## config.mk

```make
export PLATFORM = sky130hd
export DESIGN_NAME = wake_event_enable_routing
export DESIGN_NICKNAME = d
export VERILOG_FILES = /design/src/wake_event_pkg.sv /design/src/wake_event_enable_routing.sv
export SDC_FILE = /design/constraint.sdc
export NUM_CORES = 1
export LEC_CHECK = 0
export ABC_AREA = 1
export ABC_CLOCK_PERIOD_IN_PS = 1670
export BUFFER_PORTS_ARGS = -buffer_cell sky130_fd_sc_hd__buf_2
export CORE_ASPECT_RATIO = 1.75
export CORE_MARGIN = 8
export CORE_UTILIZATION = 47
export CTS_CLUSTER_DIAMETER = 40
export DETAILED_ROUTE_END_ITERATION = 16
export HOLD_SLACK_MARGIN = 0.06
export PLACE_DENSITY_LB_ADDON = 0.08
export SLEW_MARGIN = 20
export SYNTH_ARGS = -nofsm -noshare
export SYNTH_HDL_FRONTEND = slang
export SYNTH_SLANG_ARGS = --single-unit
```

## constraint.sdc

```tcl
create_clock -name clk -period 1.67 [get_ports clk]
set_input_delay 0.0835 -clock clk [delete_from_list [all_inputs] [get_ports clk]]
set_output_delay 0.0835 -clock clk [all_outputs]
set_load 0.005 [all_outputs]
```

## src/wake_event_pkg.sv

```systemverilog
// constants shared by the wake event enable and routing block
package wake_event_pkg;

  // ==========================================================================
  // register indices (byte address is four times the index)
  localparam logic [5:0] IDX_STATUS_0     = 6'h00;
  localparam logic [5:0] IDX_STATUS_1     = 6'h01;
  localparam logic [5:0] IDX_WAKE_EN_0    = 6'h02;
  localparam logic [5:0] IDX_WAKE_EN_1    = 6'h03;
  localparam logic [5:0] IDX_WAKE_CFG     = 6'h04;
  localparam logic [5:0] IDX_SMI_EN_0     = 6'h13;
  localparam logic [5:0] IDX_IRQ_MASK_0   = 6'h20;
  localparam logic [5:0] IDX_IRQ_MASK_1   = 6'h21;

  // ==========================================================================
  // reset values and writable-bit masks
  localparam logic [7:0] RESET_VALUE      = 8'h00;
  localparam logic [7:0] CFG_WRITE_MASK   = 8'h0F;
  localparam logic [7:0] SMI_WRITE_MASK   = 8'h5F;

  // ==========================================================================
  // field positions
  localparam int         SW_EVENT_BIT     = 6;
  localparam int         CFG_PB_S3_BIT    = 3;
  localparam int         CFG_SWAP_BIT     = 2;
  localparam logic [1:0] BANK_ROUTING     = 2'h2;

  // ==========================================================================
  // bus answers and widths
  localparam logic [1:0] RESP_OKAY        = 2'h0;
  localparam logic [1:0] RESP_DECERR      = 2'h3;
  localparam int         BUS_ADDR_WIDTH   = 8;
  localparam int         BUS_DATA_WIDTH   = 32;

endpackage : wake_event_pkg
```

## src/wake_event_enable_routing.sv

```systemverilog
// wake event status, enable, configuration and SYSTEM_MGMT_INTERRUPT_N routing behind AXI4-Lite
//
// The AXI4-Lite register port was decided locally.
`timescale 1ns/1ns
// ============================================================================
// What this block does
// - all six control registers reset to zero
// - wake request low when enabled event detected
// - enable 0: irq, sw, gpio, ir, mouse, keyboard, rings
// - enable 1: one bit per general input event
// - config bits 1-0 select register bank
// - config bit 3 enables S3 button pulse
// - config bit 2 swaps keyboard and mouse inputs
// - SYSTEM_MGMT_INTERRUPT_N routing works regardless of wake enables
// - SYSTEM_MGMT_INTERRUPT_N routing bit map, bits 7,5 reserved
// - SYSTEM_MGMT_INTERRUPT_N routing register visible only in bank 2
// - status bits sticky, write one clears, except the software event bit
// - writing one inverts software event status
module wake_event_enable_routing (
  // clock and reset
  input  wire logic        clk,
  input  wire logic        srst,
  // AXI4-Lite write address and data
  input  wire logic [7:0]  awaddr,
  input  wire logic        awvalid,
  output logic             awready,
  input  wire logic [31:0] wdata,
  input  wire logic [3:0]  wstrb,
  input  wire logic        wvalid,
  output logic             wready,
  // AXI4-Lite write response
  output logic [1:0]       bresp,
  output logic             bvalid,
  input  wire logic        bready,
  // AXI4-Lite read
  input  wire logic [7:0]  araddr,
  input  wire logic        arvalid,
  output logic             arready,
  output logic [31:0]      rdata,
  output logic [1:0]       rresp,
  output logic             rvalid,
  input  wire logic        rready,
  // detected events, one-cycle pulses (bit 6 of group 0 is unused)
  input  wire logic [7:0]  moduleEvents,
  input  wire logic [7:0]  generalInputEvents,
  // keyboard and mouse line inputs and their routed copies
  input  wire logic        keyboardClockIn,
  input  wire logic        keyboardDataIn,
  input  wire logic        mouseClockIn,
  input  wire logic        mouseDataIn,
  output logic             keysCtrlKeyboardClock,
  output logic             keysCtrlKeyboardData,
  output logic             keysCtrlMouseClock,
  output logic             keysCtrlMouseData,
  // requests to the host chipset and local controls
  output logic             powerWakeRequest_n,
  output logic             systemMgmtInterrupt_n,
  output logic             powerButtonPulseS3En,
  output logic             irq
);

  // ==========================================================================
  // decode helpers
  function automatic logic regHit(input logic [5:0] idx, input logic [1:0] bank);
    logic hit;
    hit = 1'b0;
    case (idx)
      wake_event_pkg::IDX_STATUS_0,
      wake_event_pkg::IDX_STATUS_1,
      wake_event_pkg::IDX_WAKE_EN_0,
      wake_event_pkg::IDX_WAKE_EN_1,
      wake_event_pkg::IDX_WAKE_CFG,
      wake_event_pkg::IDX_IRQ_MASK_0,
      wake_event_pkg::IDX_IRQ_MASK_1: hit = 1'b1;
      // the routing slot answers in every bank but only holds data in bank 2
      wake_event_pkg::IDX_SMI_EN_0:   hit = 1'b1;
      default:                        hit = 1'b0;
    endcase
    return hit;
  endfunction

  function automatic logic [5:0] wordIndex(input logic [7:0] addr);
    return addr[7:2];
  endfunction

  // ==========================================================================
  // registers
  logic [7:0]  status0_ff;
  logic [7:0]  status1_ff;
  logic [7:0]  wakeEnable0_ff;
  logic [7:0]  wakeEnable1_ff;
  logic [7:0]  wakeConfiguration_ff;
  logic [7:0]  smiRoutingEnable0_ff;
  logic [7:0]  irqMask0_ff;
  logic [7:0]  irqMask1_ff;
  logic [7:0]  awAddrHeld_ff;
  logic        awHeld_ff;
  logic [7:0]  wDataHeld_ff;
  logic        wLaneHeld_ff;
  logic        wHeld_ff;
  logic        bvalid_ff;
  logic [1:0]  bresp_ff;
  logic        rvalid_ff;
  logic [31:0] rdata_ff;
  logic [1:0]  rresp_ff;
  logic        wakeReq_n_ff;
  logic        smi_n_ff;
  logic [3:0]  keysCtrlLines_ff;

  // ==========================================================================
  // write decode
  // a held write lands one clock after both of its channels are taken
  wire logic [5:0] wrIdx      = wordIndex(awAddrHeld_ff);
  wire logic [1:0] bankSel    = wakeConfiguration_ff[1:0];
  wire logic       wrFire     = awHeld_ff && wHeld_ff && !bvalid_ff;
  wire logic       wrHit      = regHit(wrIdx, bankSel);
  wire logic       wrDo       = wrFire && wrHit && wLaneHeld_ff;
  wire logic       wrSts0     = wrDo && (wrIdx == wake_event_pkg::IDX_STATUS_0);
  wire logic       wrSts1     = wrDo && (wrIdx == wake_event_pkg::IDX_STATUS_1);
  wire logic       wrEn0      = wrDo && (wrIdx == wake_event_pkg::IDX_WAKE_EN_0);
  wire logic       wrEn1      = wrDo && (wrIdx == wake_event_pkg::IDX_WAKE_EN_1);
  wire logic       wrCfg      = wrDo && (wrIdx == wake_event_pkg::IDX_WAKE_CFG);
  wire logic       wrSmi      = wrDo && (wrIdx == wake_event_pkg::IDX_SMI_EN_0)
                                && (bankSel == wake_event_pkg::BANK_ROUTING);
  wire logic       wrMask0    = wrDo && (wrIdx == wake_event_pkg::IDX_IRQ_MASK_0);
  wire logic       wrMask1    = wrDo && (wrIdx == wake_event_pkg::IDX_IRQ_MASK_1);

  // ==========================================================================
  // status next values: a new event wins over a clear in the same cycle
  wire logic [7:0] clr0       = wrSts0 ? wDataHeld_ff : 8'h00;
  wire logic [7:0] clr1       = wrSts1 ? wDataHeld_ff : 8'h00;
  wire logic [7:0] hwEvents0  = moduleEvents & ~(8'h01 << wake_event_pkg::SW_EVENT_BIT);
  wire logic [7:0] swToggle   = clr0 & (8'h01 << wake_event_pkg::SW_EVENT_BIT);
  wire logic [7:0] nxt_status0 =
    ((status0_ff & ~clr0) | hwEvents0) & ~(8'h01 << wake_event_pkg::SW_EVENT_BIT)
    | ((status0_ff ^ swToggle) & (8'h01 << wake_event_pkg::SW_EVENT_BIT));
  wire logic [7:0] nxt_status1 = (status1_ff & ~clr1) | generalInputEvents;

  // ==========================================================================
  // request outputs
  wire logic [7:0] wakeHits0  = status0_ff & wakeEnable0_ff;
  wire logic [7:0] wakeHits1  = status1_ff & wakeEnable1_ff;
  wire logic       nxt_wakeReq_n = ~(|wakeHits0 | |wakeHits1);
  wire logic       nxt_smi_n  = ~(|(status0_ff & smiRoutingEnable0_ff));
  wire logic       swapLines  = wakeConfiguration_ff[wake_event_pkg::CFG_SWAP_BIT];
  wire logic [3:0] nxt_keysCtrlLines = swapLines
    ? {mouseClockIn, mouseDataIn, keyboardClockIn, keyboardDataIn}
    : {keyboardClockIn, keyboardDataIn, mouseClockIn, mouseDataIn};

  // ==========================================================================
  // read decode
  wire logic [5:0] rdIdx      = wordIndex(araddr);
  wire logic       arFire     = arvalid && !rvalid_ff;
  wire logic       rdHit      = regHit(rdIdx, bankSel);
  logic [7:0]      rdByte;
  always_comb begin
    rdByte = 8'h00;
    case (rdIdx)
      wake_event_pkg::IDX_STATUS_0:   rdByte = status0_ff;
      wake_event_pkg::IDX_STATUS_1:   rdByte = status1_ff;
      wake_event_pkg::IDX_WAKE_EN_0:  rdByte = wakeEnable0_ff;
      wake_event_pkg::IDX_WAKE_EN_1:  rdByte = wakeEnable1_ff;
      wake_event_pkg::IDX_WAKE_CFG:   rdByte = wakeConfiguration_ff;
      wake_event_pkg::IDX_SMI_EN_0: begin
        // other banks own this slot; their registers live elsewhere
        if (bankSel == wake_event_pkg::BANK_ROUTING) begin
          rdByte = smiRoutingEnable0_ff;
        end
      end
      wake_event_pkg::IDX_IRQ_MASK_0: rdByte = irqMask0_ff;
      wake_event_pkg::IDX_IRQ_MASK_1: rdByte = irqMask1_ff;
      default:                        rdByte = 8'h00;
    endcase
  end

  // ==========================================================================
  // bus channel holding registers
  always_ff @(posedge clk) begin
    if (srst) begin
      awHeld_ff     <= 1'b0;
      awAddrHeld_ff <= 8'h00;
    end else if (awvalid && awready) begin
      awHeld_ff     <= 1'b1;
      awAddrHeld_ff <= awaddr;
    end else if (wrFire) begin
      awHeld_ff     <= 1'b0;
    end
  end

  always_ff @(posedge clk) begin
    if (srst) begin
      wHeld_ff     <= 1'b0;
      wDataHeld_ff <= 8'h00;
      wLaneHeld_ff <= 1'b0;
    end else if (wvalid && wready) begin
      wHeld_ff     <= 1'b1;
      wDataHeld_ff <= wdata[7:0];
      wLaneHeld_ff <= wstrb[0];
    end else if (wrFire) begin
      wHeld_ff     <= 1'b0;
    end
  end

  always_ff @(posedge clk) begin
    if (srst) begin
      bvalid_ff <= 1'b0;
      bresp_ff  <= wake_event_pkg::RESP_OKAY;
    end else if (wrFire) begin
      bvalid_ff <= 1'b1;
      bresp_ff  <= wrHit ? wake_event_pkg::RESP_OKAY : wake_event_pkg::RESP_DECERR;
    end else if (bready) begin
      bvalid_ff <= 1'b0;
    end
  end

  always_ff @(posedge clk) begin
    if (srst) begin
      rvalid_ff <= 1'b0;
      rdata_ff  <= 32'h0000_0000;
      rresp_ff  <= wake_event_pkg::RESP_OKAY;
    end else if (arFire) begin
      rvalid_ff <= 1'b1;
      rdata_ff  <= {24'h00_0000, rdByte};
      rresp_ff  <= rdHit ? wake_event_pkg::RESP_OKAY : wake_event_pkg::RESP_DECERR;
    end else if (rready) begin
      rvalid_ff <= 1'b0;
    end
  end

  // ==========================================================================
  // control and status registers
  always_ff @(posedge clk) begin
    if (srst) begin
      wakeEnable0_ff       <= wake_event_pkg::RESET_VALUE;
      wakeEnable1_ff       <= wake_event_pkg::RESET_VALUE;
      wakeConfiguration_ff <= wake_event_pkg::RESET_VALUE;
      smiRoutingEnable0_ff <= wake_event_pkg::RESET_VALUE;
      irqMask0_ff          <= wake_event_pkg::RESET_VALUE;
      irqMask1_ff          <= wake_event_pkg::RESET_VALUE;
      status0_ff           <= wake_event_pkg::RESET_VALUE;
      status1_ff           <= wake_event_pkg::RESET_VALUE;
    end else begin
      status0_ff <= nxt_status0;
      status1_ff <= nxt_status1;
      if (wrEn0) begin
        wakeEnable0_ff <= wDataHeld_ff;
      end
      if (wrEn1) begin
        wakeEnable1_ff <= wDataHeld_ff;
      end
      if (wrCfg) begin
        wakeConfiguration_ff <= wDataHeld_ff & wake_event_pkg::CFG_WRITE_MASK;
      end
      if (wrSmi) begin
        smiRoutingEnable0_ff <= wDataHeld_ff & wake_event_pkg::SMI_WRITE_MASK;
      end
      if (wrMask0) begin
        irqMask0_ff <= wDataHeld_ff;
      end
      if (wrMask1) begin
        irqMask1_ff <= wDataHeld_ff;
      end
    end
  end

  // ==========================================================================
  // registered outputs
  // requests leave through flops so decode glitches never reach the host;
  // the cost is one clock of latency on the requests and the swapped lines
  always_ff @(posedge clk) begin
    if (srst) begin
      wakeReq_n_ff <= 1'b1;
      smi_n_ff     <= 1'b1;
      keysCtrlLines_ff <= 4'h0;
    end else begin
      wakeReq_n_ff <= nxt_wakeReq_n;
      smi_n_ff     <= nxt_smi_n;
      keysCtrlLines_ff <= nxt_keysCtrlLines;
    end
  end

  // ==========================================================================
  // port assignments
  // one write in flight: both channels stall while a response is pending
  assign awready               = !awHeld_ff && !bvalid_ff;
  assign wready                = !wHeld_ff && !bvalid_ff;
  assign bvalid                = bvalid_ff;
  assign bresp                 = bresp_ff;
  assign arready               = !rvalid_ff;
  assign rvalid                = rvalid_ff;
  assign rdata                 = rdata_ff;
  assign rresp                 = rresp_ff;
  assign powerWakeRequest_n    = wakeReq_n_ff;
  assign systemMgmtInterrupt_n = smi_n_ff;
  assign powerButtonPulseS3En  = wakeConfiguration_ff[wake_event_pkg::CFG_PB_S3_BIT];
  assign irq                   = |(status0_ff & irqMask0_ff) | |(status1_ff & irqMask1_ff);
  assign keysCtrlKeyboardClock = keysCtrlLines_ff[3];
  assign keysCtrlKeyboardData  = keysCtrlLines_ff[2];
  assign keysCtrlMouseClock    = keysCtrlLines_ff[1];
  assign keysCtrlMouseData     = keysCtrlLines_ff[0];

endmodule // wake_event_enable_routing

```

==> flow_summary_export.csv <==
group,metric,value,unit
cts,h-tree-depth,3,
power,p_sw_share,26.7,%
detailed_routing,totalWireLength,13800,um
min_path,hp-start,"arvalid",
timing,skew,3.38,ps
finish,layout-drive-gt1-share,20.2,%
global_routing,grt_max_degree,60,
synthesis,synthArstFlopShare,0,%
cts,clockRootBuffer,"clkbuf_16",
floorplan,die_h,146,um
worst_setup_path,required,1920,ps
synthesis,synth_edf_count,0,
finish,finalNetCount,871,
worst_setup_path,ff2ff_setup_slack,60,ps
timing,fin_crit,1610,ps
place,place_area,0.00507,mm2
finish,multi_input_area,0.00226,mm2
place,dp.cells,862,
detailed_routing,vias,4660,
detailed_routing,drt-initial-drc-count,412,
cts,clock_sinks,93,
timing,worstMarginPinSlew,622,ps
worst_setup_path,crit_fanout,5,
global_routing,grt_pass1_wl,22500,um
timing,rsz0062_at_grt,"yes",
detailed_routing,post_drt_via_cell_ratio,5.07,
min_path,min_path_cells,4,
floorplan,die_w,90.4,um
synthesis,synth_common_cells,"143 x nor2_1, 114 x nand2_1, 93 x dfxtp_1",
worst_setup_path,startpoint_type,"flop",
finish,syn_to_final_growth,30.1,%
finish,final_cells,919,
timing,hold_viol,0,
cts,cts_tree,"built",
synthesis,ys_seq_area_share,40.9,%
timing,clock.fmax,622,MHz
floorplan,core_region_area,0.00947,mm2
power,ir_drop,0.000602,V
power,p_total,5150,uW
detailed_routing,top_layer,"met4",
timing,slew_violations,0,
power,p_sw,1370,uW
timing,timing.slew.headroom,58.5,%
job,cap_violations,0,
finish,finalInstanceArea,0.00591,mm2
synthesis,ys_ff_latch,93,
worst_setup_path,critPathArrivalTime,1850,ps
power,pwr-share-seq,47.2,%
place,dp_hpwl,10100,um
global_routing,grt_usage,21.0,%
synthesis,synth_area,0.00455,mm2
floorplan,die_area,0.0132,mm2
synthesis,synth_top_area_share,40.9,%
synthesis,synth_cells,667,
synthesis,yosysUniqueCellTypes,33,
power,comb_power_share,11.4,%
power,power.clock.fraction,41.3,%
cts,cts_buffer_depth,2,
timing,fin_hold_ws,193,ps
power,power_density,871,mW/mm2
detailed_routing,wl_met2,7140,um
worst_setup_path,path_class,"reg2reg",
outcome,outcome,"complete, no violations",
detailed_routing,first_pass_iters,6,
synthesis,synthFlopType,"dfxtp_1",
global_routing,overflow,0,
finish,num_antenna_cells,0,
global_routing,grt_pass1_vias,4605,
min_path,hold_end,"rvalid",
detailed_routing,drc,0,
place,portBuffers,71,
synthesis,yosys-top-cells-area,"dfxtp_1 41%, nor2_1 12%, nand2_1 9.4%",
finish,fill_cells,896,
timing,period_share,96.3,%
synthesis,post-synth-top-count-cell,"nor2_1",
synthesis,synth.avg_cell_area,6.82,um2
detailed_routing,antenna_left,0,
detailed_routing,routedWlPerCell,15.1,um
timing,setup_tns,0,ps
worst_setup_path,crit_path_end_kind,"flop",
synthesis,synth_area_leader_cell,"dfxtp_1",
worst_setup_path,rr_startpoint,"awAddrHeld_ff[5]",
synthesis,yosys_warnings,0,
floorplan,start_util,48.0,%
cts,cts.clk_slew.worst_paths,70,ps
detailed_routing,wl_met1,5280,um
global_routing,antenna_found_initial,0,
power,internal_power,3770,uW
cts,clk_latency,350,ps
floorplan,ios,128,
place,finalWeightedCongestion,0.928,
power,p_leak,0.00279,uW
cts,numCtsBuffers,9,
min_path,hold_class,"in2reg",
finish,seq_area,0.00188,mm2
timing,setup_violations,0,
floorplan,rows,47,
detailed_routing,routed-wl-met3,910,um
worst_setup_path,r2r_end,"status0_ff[6]",
worst_setup_path,reg2reg_depth,11,
-- critical path, cell delays in order (launching register included) --
cell     delay [ps]
dfxtp_2         340
nor2_4          210
nand3_2         140
nand2_4          90
inv_2            30
nand2_2          70
nand3_4         120
buf_12          170
nor2_1          130
nand3_1          90
nand2_1          70
nor2_1           30
-- routing by layer --
layer  global-route usage, %  vias up
met5                       0        -
met4                    11.1        0
met3                    5.24       35
met2                    37.7      168
met1                    21.9     2117
li1                        -     2340
-- how the worst max path moves through the flow --
stage / from / slack, ps / depth (start not counted) / to
final: awAddrHeld_ff[5] / 60 / 11 / status0_ff[6]
after floorplan: awAddrHeld_ff[2] / 110 / 11 / wakeConfiguration_ff[0]
after CTS: awAddrHeld_ff[6] / 5 / 13 / smiRoutingEnable0_ff[0]
after global routing: awAddrHeld_ff[5] / -60 / 12 / smiRoutingEnable0_ff[2]
after global placement: awAddrHeld_ff[2] / 10 / 12 / wakeEnable1_ff[7]
after detailed placement: awAddrHeld_ff[6] / -50 / 12 / wakeEnable1_ff[3]
-- timing repair --
action | 4_1_cts | 5_1_grt
hold buffers | 38 | 0
setup endpoints to repair | 18 | 57
resized for setup | 8 | 35
pin swaps | 1 | 7
setup buffers | 0 | 2
hold endpoints to repair | 36 | 0
cloned | 0 | 1
-- sequential cells by signal, summed over array words and instances, names as in the netlist, 6 cells and up --
register,flops
awAddrHeld_ff,6
irqMask0_ff,8
irqMask1_ff,8
rdata,8
smiRoutingEnable0_ff,6
status0_ff,8
status1_ff,8
wDataHeld_ff,8
wakeEnable0_ff,8
wakeEnable1_ff,8
-- final cells by class --
cell class / count / area share, %
Multi-Input combinational cell: 468 / 38.2
Sequential cell: 93 / 31.7
Timing Repair Buffer: 139 / 16.7
Inverter: 81 / 5.58
Clock buffer: 10 / 4.04
Tap cell: 122 / 2.58
Clock inverter: 6 / 1.16
-- cells by family after synthesis --
logic type	share of synthesized area, %
AOI/OAI and AO/OA	15.4
buffers and inverters	13.5
DFF	40.9
other	0.0825
and+or+nand+nor	30.1
-- power by group through the flow --
stage	registers [uW]	clock network [uW]	logic, uW
2_1_floorplan	2400	0	357
3_3_place_gp	2470	0	482
3_5_place_dp	2470	0	492
4_1_cts	2430	2160	566
5_1_grt	2440	2240	660
6_report	2430	2130	589
-- stage by stage --
step           setup WS (ps)  utilization [%]
4_1_cts                 5.27             61.1
2_1_floorplan            108                -
3_3_place_gp            10.9             53.6
5_1_grt                -60.1             62.5
6_report                61.6             62.5
3_5_place_dp           -54.9             53.6
-- cells in the final DEF, fill, tap and decap left out, types with 2 or more instances in the layout --
cell type and count:
a22o_1 2, clkbuf_16 9, nand2_1 109, o21ai_0 53
a21oi_1 48, dlygate4sd3_1 38, nand3_2 3, inv_6 3
a22oi_1 4, nand2_4 3, dfxtp_4 3, buf_4 28
nand3_1 19, nor2_4 7, inv_1 75, nand2_2 5
buf_2 71, nand4_1 19, a221oi_1 2, o22ai_1 16
inv_2 3, clkinv_1 2, buf_12 2, nor2_2 9
dfxtp_1 87, nor3_1 3, nor2_1 131, conb_1 24
dfxtp_2 3
(Power assumes the default switching activity.)
